<file path="config.mk">
export PLATFORM = sky130hd
export DESIGN_NAME = adc_sar_control
export DESIGN_NICKNAME = d
export VERILOG_FILES = /design/src/design/adc_sar_pkg.sv /design/src/design/adc_sar_control.sv
export SDC_FILE = /design/constraint.sdc
export NUM_CORES = 1
export LEC_CHECK = 0
export ABC_AREA = 0
export ABC_CLOCK_PERIOD_IN_PS = 2620
export BUFFER_PORTS_ARGS = -buffer_cell sky130_fd_sc_hd__buf_2
export CORE_ASPECT_RATIO = 0.8
export CORE_MARGIN = 5
export CORE_UTILIZATION = 45
export DETAILED_ROUTE_END_ITERATION = 8
export HOLD_SLACK_MARGIN = 0.15
export PLACE_DENSITY = 0.72
export SYNTH_ARGS = -nofsm -noshare
export SYNTH_HDL_FRONTEND = slang
export SYNTH_SLANG_ARGS = --single-unit
</file>
<file path="constraint.sdc">
create_clock -name mclk -period 2.62 [get_ports mclk]
set_input_delay 0.524 -clock mclk [delete_from_list [all_inputs] [get_ports mclk]]
set_output_delay 0.524 -clock mclk [all_outputs]
set_load 0.01 [all_outputs]
</file>
<file path="src/design/adc_sar_pkg.sv">
// Shared constants and types for the converter control block
package adc_sar_pkg;
	// Register byte offsets on the APB side
	localparam logic [11:0] CSR_ADDR = 12'h000;
	localparam logic [11:0] HIGH_ADDR = 12'h004;
	localparam logic [11:0] LOW_ADDR = 12'h008;
	localparam logic [11:0] PWR_ADDR = 12'h00C;
	// Control/status field positions
	localparam int EOC_BIT = 7;
	localparam int SPEED_BIT = 6;
	localparam int ON_BIT = 5;
	localparam int RSVD_BIT = 4;
	localparam logic [7:0] CSR_RESET = 8'h00;
	localparam logic [7:0] CSR_WMASK = 8'h7F;
	localparam int RES_BITS = 10;
	// Converter clock dividers
	localparam logic [1:0] DIV4_LAST = 2'h3;
	localparam logic [1:0] DIV2_LAST = 2'h1;
	// Sampling phase length in converter clocks
	localparam logic [3:0] SAMPLE_TICKS = 4'h4;
	// Wake stabilization time in ns and in cycles of the 50 ns clock
	localparam int WAKE_STAB_NS = 1000;
	localparam int CLK_NS = 50;
	localparam int WAKE_STAB_CYCLES = (WAKE_STAB_NS + CLK_NS - 1) / CLK_NS;
	localparam logic [7:0] WAKE_LAST = 8'(WAKE_STAB_CYCLES - 1);

	typedef enum logic [1:0] {
		ST_OFF = 2'b00,
		ST_SAMPLE = 2'b01,
		ST_APPROX = 2'b10
	} conv_state_type;

	// Result as presented to software
	typedef struct packed {
		logic [7:0] high_byte;
		logic [7:0] low_byte;
	} result_type;
endpackage

</file>
<file path="src/design/adc_sar_control.sv">
// Converter control: APB registers, clock divider and SAR sequencer
`timescale 1ns/1ps
module adc_sar_control
	import adc_sar_pkg::*;
(
	input wire logic mclk,
	input wire logic rst,
	input wire logic psel,
	input wire logic penable,
	input wire logic pwrite,
	input wire logic [11:0] paddr,
	input wire logic [31:0] pwdata,
	output logic [31:0] prdata,
	output logic pready,
	output logic pslverr,
	input wire logic wait_mode,
	input wire logic halt_mode,
	input wire logic cmp_above,
	input wire logic [15:0] pin_level,
	output logic analog_power,
	output logic sample_hold,
	output logic [3:0] mux_select,
	output logic [RES_BITS-1:0] dac_code
);

	logic [7:0] csr_reg, csr_next;
	logic [RES_BITS-1:0] result_reg, result_next;
	logic [RES_BITS-1:0] trial_reg, trial_next;
	logic [3:0] bit_reg, bit_next;
	logic [3:0] samp_reg, samp_next;
	logic [1:0] div_reg, div_next;
	logic [7:0] wake_reg, wake_next;
	logic stable_reg, stable_next;
	conv_state_type state_reg, state_next;
	logic [31:0] rdata_reg, rdata_next;
	logic wr_csr, rd_high, ce, conv_done, chan_change, run;
	result_type res_view;

	// Address decode shared by write and read paths
	function automatic logic hit(input logic [11:0] a, input logic [11:0] r);
		return a == r;
	endfunction

	// Zero-wait slave; unmapped addresses answer with an error
	assign pready = 1'b1;
	assign pslverr = psel && penable && !(hit(paddr, CSR_ADDR) || hit(paddr, HIGH_ADDR)
		|| hit(paddr, LOW_ADDR) || hit(paddr, PWR_ADDR));
	assign wr_csr = psel && penable && pwrite && hit(paddr, CSR_ADDR);
	assign rd_high = psel && penable && !pwrite && hit(paddr, HIGH_ADDR);
	assign chan_change = wr_csr && (pwdata[3:0] != csr_reg[3:0]);
	// Halt powers the core down; wait has no effect
	assign run = csr_reg[ON_BIT] && !halt_mode;
	assign res_view.high_byte = result_reg[9:2];
	assign res_view.low_byte = {6'h00, result_reg[1:0]};

	// Control/status register and end-of-conversion flag
	always_comb begin
		csr_next = csr_reg;
		if (wr_csr) begin
			csr_next[6:0] = pwdata[6:0] & CSR_WMASK[6:0];
			csr_next[EOC_BIT] = 1'b0;
		end else if (rd_high) begin
			csr_next[EOC_BIT] = 1'b0;
		end
		// Completion beats a high-byte read clear; a control write in the same cycle keeps the flag clear
		if (conv_done && !wr_csr && stable_reg) begin
			csr_next[EOC_BIT] = 1'b1;
		end
	end

	// Read mux, registered for the data output
	always_comb begin
		rdata_next = 32'h0000_0000;
		if (psel && !penable && !pwrite) begin
			case (paddr)
				CSR_ADDR: rdata_next = {24'h000000, csr_reg};
				HIGH_ADDR: rdata_next = {24'h000000, res_view.high_byte};
				LOW_ADDR: rdata_next = {24'h000000, res_view.low_byte};
				PWR_ADDR: rdata_next = {16'h0000, pin_level};
				default: rdata_next = 32'h0000_0000;
			endcase
		end
	end
	assign prdata = rdata_reg;

	// Converter clock enable from the CPU clock
	always_comb begin
		div_next = div_reg + 2'h1;
		ce = 1'b0;
		if (div_reg == (csr_reg[SPEED_BIT] ? DIV2_LAST : DIV4_LAST)) begin
			div_next = 2'h0;
			ce = 1'b1;
		end
		if (!run) begin
			div_next = 2'h0;
		end
	end

	// Stabilization timer after power-up or wake
	always_comb begin
		wake_next = wake_reg;
		stable_next = stable_reg;
		if (!run) begin
			wake_next = 8'h00;
			stable_next = 1'b0;
		end else if (!stable_reg) begin
			wake_next = wake_reg + 8'h01;
			stable_next = (wake_reg == WAKE_LAST);
		end
	end

	// Successive approximation sequencer
	always_comb begin
		state_next = state_reg;
		trial_next = trial_reg;
		bit_next = bit_reg;
		samp_next = samp_reg;
		result_next = result_reg;
		conv_done = 1'b0;
		if (!run || chan_change) begin
			// Abort; restart from sampling when still enabled
			state_next = run ? ST_SAMPLE : ST_OFF;
			samp_next = 4'h0;
			trial_next = '0;
		end else begin
			case (state_reg)
				ST_OFF: begin
					state_next = ST_SAMPLE;
					samp_next = 4'h0;
				end
				ST_SAMPLE: if (ce) begin
					samp_next = samp_reg + 4'h1;
					if (samp_reg == SAMPLE_TICKS - 4'h1) begin
						state_next = ST_APPROX;
						bit_next = 4'(RES_BITS - 1);
						trial_next = {1'b1, {(RES_BITS-1){1'b0}}};
					end
				end
				ST_APPROX: if (ce) begin
					// Keep the bit when input is at or above the trial level
					if (!cmp_above) begin
						trial_next[bit_reg] = 1'b0;
					end
					if (bit_reg == 4'h0) begin
						conv_done = 1'b1;
						result_next = trial_next;
						state_next = ST_SAMPLE;
						samp_next = 4'h0;
					end else begin
						bit_next = bit_reg - 4'h1;
						trial_next[bit_reg - 4'h1] = 1'b1;
					end
				end
				default: state_next = ST_OFF;
			endcase
		end
	end

	// Register all state
	always_ff @(posedge mclk or posedge rst) begin
		if (rst) begin
			csr_reg <= CSR_RESET;
			result_reg <= '0;
			trial_reg <= '0;
			bit_reg <= 4'h0;
			samp_reg <= 4'h0;
			div_reg <= 2'h0;
			wake_reg <= 8'h00;
			stable_reg <= 1'b0;
			state_reg <= ST_OFF;
			rdata_reg <= 32'h0000_0000;
		end else begin
			csr_reg <= csr_next;
			result_reg <= result_next;
			trial_reg <= trial_next;
			bit_reg <= bit_next;
			samp_reg <= samp_next;
			div_reg <= div_next;
			wake_reg <= wake_next;
			stable_reg <= stable_next;
			state_reg <= state_next;
			rdata_reg <= rdata_next;
		end
	end

	// Analog side drives
	assign analog_power = run;
	assign sample_hold = (state_reg == ST_SAMPLE);
	assign mux_select = csr_reg[3:0];
	assign dac_code = trial_reg;

	// Control write leaves flag low next cycle
	property p_eoc_write_clear;
		@(posedge mclk) disable iff (rst) wr_csr |=> !csr_reg[EOC_BIT];
	endproperty
	a_eoc_write_clear: assert property (p_eoc_write_clear) else $error("flag survived write");

	// Low read alone leaves the flag set
	property p_low_keeps;
		@(posedge mclk) disable iff (rst)
		(psel && penable && !pwrite && hit(paddr, LOW_ADDR) && csr_reg[EOC_BIT]) |=> csr_reg[EOC_BIT];
	endproperty
	a_low_keeps: assert property (p_low_keeps) else $error("low read cleared flag");

	// Completion sets flag and stores result
	property p_done_sets;
		@(posedge mclk) disable iff (rst)
		(conv_done && !wr_csr && stable_reg) |=> csr_reg[EOC_BIT] && result_reg == $past(result_next);
	endproperty
	a_done_sets: assert property (p_done_sets) else $error("completion not recorded");

	// Disabled converter is powered down within one cycle
	property p_off_idle;
		@(posedge mclk) disable iff (rst) !run |=> state_reg == ST_OFF;
	endproperty
	a_off_idle: assert property (p_off_idle) else $error("converter kept running");

	// Channel change restarts sampling
	property p_chan_restart;
		@(posedge mclk) disable iff (rst)
		(chan_change && run) |=> state_reg == ST_SAMPLE && samp_reg == 4'h0 && !csr_reg[EOC_BIT];
	endproperty
	a_chan_restart: assert property (p_chan_restart) else $error("no restart on channel");

	// Divide by two when speed bit set
	property p_speed_div;
		@(posedge mclk) disable iff (rst)
		(run && csr_reg[SPEED_BIT] && ce && $stable(csr_reg)
		##1 (run && csr_reg[SPEED_BIT] && !wr_csr)) |-> !ce ##1 ce;
	endproperty
	a_speed_div: assert property (p_speed_div) else $error("wrong fast divider");

	// Low register reads never show upper bits
	property p_low_zero;
		@(posedge mclk) disable iff (rst)
		(psel && penable && !pwrite && hit(paddr, LOW_ADDR)) |-> prdata[31:2] == 30'h0;
	endproperty
	a_low_zero: assert property (p_low_zero) else $error("low upper bits set");

	// Mux follows the channel field
	property p_mux;
		@(posedge mclk) disable iff (rst) wr_csr |=> mux_select == $past(pwdata[3:0]);
	endproperty
	a_mux: assert property (p_mux) else $error("channel not applied");

endmodule

</file>
# Word level (Yosys, flattened, before mapping)
# Cells that the tools add are included.
word_totals:
  inputBits: 68
  ff_bits: 81
  wordCells: 125
  output_inout_bits: 50
classes:
  eq_ne: 18
  mux: 48
  n_addsub: 4
  reduce_logical: 36
  order_cmp: 4
  bitwise_logic: 4
op_table:
  columns: ["op", "count"]
  rows:
  - ["two-way mux 10 bit", 9]
  - ["one-hot mux 16 bit (4 select lines)", 1]
  - ["two-way mux 4 bit", 8]
  - ["equality test 12 x 4 -> 1 bit (second input constant)", 2]
  - ["one-hot mux 10 bit (2 select lines)", 1]
  - ["two-way mux 16 bit", 1]
  - ["two-way mux 2 bit", 8]
  - ["two-way mux 8 bit", 2]
  - ["AND reduction 4 bit", 4]
  - ["logical AND 1 bit", 14]
  - ["two-way mux 1 bit", 13]
  - ["equality test 12 x 3 -> 1 bit (second input constant)", 1]
  - ["zero test 12 bit", 1]
  - ["one-hot mux 4 bit (3 select lines)", 1]
  - ["bitwise AND 10 bit", 1]
  - ["less-than comparator 4 x 5 -> 1 bit (second input constant)", 2]
  - ["inverter 10 bit", 1]
  - ["bitwise OR 10 bit", 1]
  - ["adder 8 x 1 -> 8 bit (second input constant)", 1]
  - ["demux 1 bit (select 4 bit)", 2]
  - ["equality test 8 x 5 -> 1 bit (second input constant)", 1]
  - [">= comparator 4 x 1 -> 1 bit (second input constant)", 2]
  - ["one-hot mux 4 bit (2 select lines)", 1]
  - ["zero test 1 bit", 6]
  - ["other kinds (21)", 30]

# Depth between registers and ports, before layout
depth:
  depth_word: 15
  mapped_depth: 8
  mapped_depth_nobuf: 7

# Worst setup path before layout
# No wires, ideal clock.
synth_path:
  path_type: "input-to-reg"
  from: "in paddr[7]"
  to: "reg result_reg[0]"
  cell_stages: 5
  arrival_ps: 2085
  slack_ps: 410
  path_buffers: 0
  t_required_ps: 2495
  setup_time_ps: 125
  path_cell_list: "or4_4 nor4b_4 a41o_2 nor3_4 mux2_4"
synth_via:
  elab_chain_cells: 6
synth_rtl:
  columns: ["item", "line", "rtl"]
  rows:
  - ["start: declaration", "adc_sar_control.sv:11", "input wire logic [11:0] paddr,"]
  - ["zero test 12 bit", "adc_sar_control.sv:41", "return a == r;"]
  - ["logical AND 1 bit", "adc_sar_control.sv:48", "assign wr_csr = psel && penable && pwrite && hit(paddr, CSR_ADDR);"]
  - ["logical AND 1 bit", "adc_sar_control.sv:50", "assign chan_change = wr_csr && (pwdata[3:0] != csr_reg[3:0]);"]
  - ["logical OR 1 bit", "adc_sar_control.sv:120", "if (!run || chan_change) begin"]
  - ["inverter 1 bit (no source line)", null, null]
  - ["AND reduction 4 bit (no source line)", null, null]
  - ["end signal: assignment", "adc_sar_control.sv:174", "result_reg <= result_next;"]
  - ["end: declaration", "adc_sar_control.sv:27", "logic [RES_BITS-1:0] result_reg, result_next;"]
# No other way between the ends.
# A chain may end at the register's enable or synchronous reset.

# Worst setup path after layout
layout_path:
  from: "in paddr[7]"
  to: "out pslverr"
layout_via:
  elab_chain_cells: 6
  elab_cells_between_ends: 9
  classes_between: "eq/ne (3); reduce/logical (6)"
layout_rtl:
  columns: ["item", "line", "rtl"]
  rows:
  - ["equality test 12 x 3 -> 1 bit or zero test 12 bit (tied branches)", "adc_sar_control.sv:41", null]
  - ["logical OR 1 bit", "adc_sar_control.sv:46", "assign pslverr = psel && penable && !(hit(paddr, CSR_ADDR) || hit(paddr, HIGH_ADDR)"]
  - ["logical OR 1 bit", "adc_sar_control.sv:47", "|| hit(paddr, LOW_ADDR) || hit(paddr, PWR_ADDR));"]
  - ["logical OR 1 bit (*)", "adc_sar_control.sv:47", null]
  - ["zero test 1 bit (*)", "adc_sar_control.sv:46", null]
  - ["logical AND 1 bit (*)", "adc_sar_control.sv:46", null]
  - ["end: declaration", "adc_sar_control.sv:15", "output logic pslverr,"]
# Mark *: on every way between the ends. The rest lies on a longest branch, timed or not.

==> impl_metrics.json <==
{
  "numCtsBuffers": 9,
  "dp_slack_ps": 164,
  "hpwl_um": 6280,
  "regArea_um2": 1630,
  "die_h_um": 90.0,
  "die_width_um": 110,
  "cts_tree": "done",
  "core-area_um2": 7870,
  "die-area_um2": 9910,
  "nets": 502,
  "largest_register_ffs": 16,
  "skew_ps": 7.55,
  "async_flop_share_pct": 100,
  "end_kind": "output port",
  "insertion_delay_ps": 350,
  "critPathMaxStageDelay_ps": 550,
  "syn-instance-count": 339,
  "grt_first_pass_wirelength_um": 13500,
  "track_usage_pct": 17.1,
  "path_cells": "buf_2, or4_4, nor4_1, nor2_1, buf_2",
  "clock-root-buffer": "clkbuf_8",
  "cp-start-kind": "input port",
  "cts_resized": 0,
  "finalSetupViolations": 0,
  "grt_antenna_before_repair": 0,
  "power_density_nw_per_um2": 481,
  "critPathSlowestCell": "or4_4",
  "ctsHoldBuffers": 0,
  "slew_headroom_pct": 63.2,
  "arrival_ps": 1710,
  "worstSetupEndpoint": "pslverr",
  "p_total_w": 0.00206,
  "clock.fmax_ghz": 0.448,
  "vias": 2761,
  "clk_pin_slew_ps": 80,
  "routedWlPerCell_um": 15.4,
  "status": "complete, no violations",
  "synthFlopType": "dfrtp_1",
  "post_cts_buffers": 0,
  "cp_num_cells": 5,
  "hold_viol_final": 0,
  "gp_congestion": 0.861,
  "crit_fanout": 2,
  "htreeDepth": 3,
  "vias_per_cell": 5.16,
  "drtIter0Drc": 134,
  "ys_ff_latch": 65,
  "finalCritPeriodShare_pct": 85.3,
  "syn_avg_cell_area_um2": 10.6,
  "num_rows": 29,
  "yosys.area.top_type": "dfrtp_1",
  "ant_nets": 0,
  "vdd_drop_max_mv": 0.299,
  "period_minus_slack_ps": 2230,
  "crit_required_ps": 2100,
  "tightest_slew_ps": 551,
  "min_path_type": "input port to async pin",
  "worstRegToRegCells": 6,
  "areaGrowthSynthToFinish_pct": 19.1,
  "r2r_end": "dac_code[5]",
  "clock-sinks": 65,
  "r2r_slack_ps": 450,
  "final_common_cell": "buf_2",
  "start_util_pct": 45.7,
  "path_common_cell": "buf_2",
  "netlist_area_um2": 3600,
  "drc": 0,
  "grt_max_degree": 27,
  "synth_top_area_share_pct": 45.2,
  "setup_slack_ps": 386,
  "ys_top_cells_by_area": "dfrtp_1 45%, buf_4 4.8%, nor2_1 4.5%",
  "final_design_area_no_fill_um2": 4290,
  "synth-seq-area-share_pct": 45.2,
  "yosysWarnings": 0,
  "drt_pass1_iterations": 4,
  "drive_gt1_share_pct": 32.6,
  "cpLargestDelayFamily": "simple AND/OR/NAND/NOR gates",
  "grt_pass1_vias": 2713,
  "rsz0062_at_grt": "false",
  "final_cell_mix": "74 x buf_2, 65 x dfrtp_1, 43 x nor2_1, 17 x conb_1, 16 x buf_4",
  "multi_input_area_um2": 1760,
  "finalSetupTns_ps": 0,
  "diodes": 0,
  "yosysUniqueCellTypes": 64,
  "io_pins": 118,
  "startpoint": "paddr[7]",
  "postPlaceCellArea_um2": 4060,
  "wl_um": 8270,
  "p_leak_nw": 2.08,
  "cp.buffers_inverters": 2,
  "n_fill_cell": 694,
  "maxCapViolCount": 0,
  "grt.overflow.total": 0,
  "r2r-start": "samp_reg[0]",
  "path_class": "input port to output port",
  "slew_viol_final": 0,
  "io_buffers": 74,
  "synth_edf_count": 0,
  "clockBufferDepth": 2
}
## how the worst min path moves through the flow
stage | endpoint | start | depth (start not counted) | slack, ps
after floorplan | samp_reg[3] | samp_reg[3] | 1 | 470
after global placement | csr_reg[4] | csr_reg[4] | 1 | 490
after detailed placement | csr_reg[4] | csr_reg[4] | 1 | 500
after CTS | prdata[10] | rst | 2 | 230
after global routing | prdata[10] | rst | 2 | 260
final | prdata[10] | rst | 2 | 220
## final cells by class
| cell class | instances | area share (%) |
|---|---|---|
| Timing Repair Buffer | 90 | 11.4 |
| Inverter | 13 | 1.14 |
| Tap cell | 108 | 3.15 |
| Clock inverter | 7 | 2.39 |
| Multi-Input combinational cell | 243 | 41.1 |
| Sequential cell | 65 | 37.9 |
| Clock buffer | 9 | 2.89 |
## synthesized netlist by cell type (7+ instances only)
library cell and instances:
xnor2_1 7, a31oi_1 11, nor2_1 43, buf_4 23, inv_1 13, nand3_1 10, mux2_4 10, dfrtp_1 65
a21oi_1 11, mux2_2 7, a21boi_0 10, and2_1 9, ha_1 12, nand2_1 10, mux2i_1 9
## kinds of logic after synthesis
logic type	count (synthesis)	synth area share [%]
simple gates	109	16.4
flops	65	45.2
compound gates	64	13.3
buf+inv	46	7.50
mux	28	10.1
xor+xnor	13	3.16
fa+ha+maj	12	4.17
other cells	2	0.208
## routing by layer
metal  wire [um]  global-route usage, %  up-vias  share of wire [%]
li1            -                      -     1347                  -
met1        3960                   25.3     1308                 48
met2        3510                   24.2       99                 42
met3         724                   5.66        7                8.8
met4          68                   3.43        0               0.82
met5           0                      0        -                  0
## worst reg2reg max path: stages, from the launching register on
cell      delay [ps]
dfrtp_1          410
ha_1             230
or3b_2           490
mux2i_1          200
nand2_1          240
a222oi_1         420
nor2_1            70
## through the flow
stage               util (%)  std cells  hold WS [ps]
global placement        51.6        519           489
floorplan                  -        354           473
global route            54.5        535           265
finish                  54.5        535           217
CTS                     54.5        535           229
detailed placement      51.6        519           496
## power by group
| group | total [W] | internal, W | leakage, nW | switching, W |
|---|---|---|---|---|
| sequential | 0.00100 | 0.00100 | 0.898 | 0.000000199 |
| clock | 0.000963 | 0.000547 | 0.116 | 0.000417 |
| combinational | 0.0000975 | 0.0000378 | 1.06 | 0.0000597 |
| total | 0.00206 | 0.00159 | 2.08 | 0.000477 |
No activity file was read; power rests on OpenSTA's default activity.
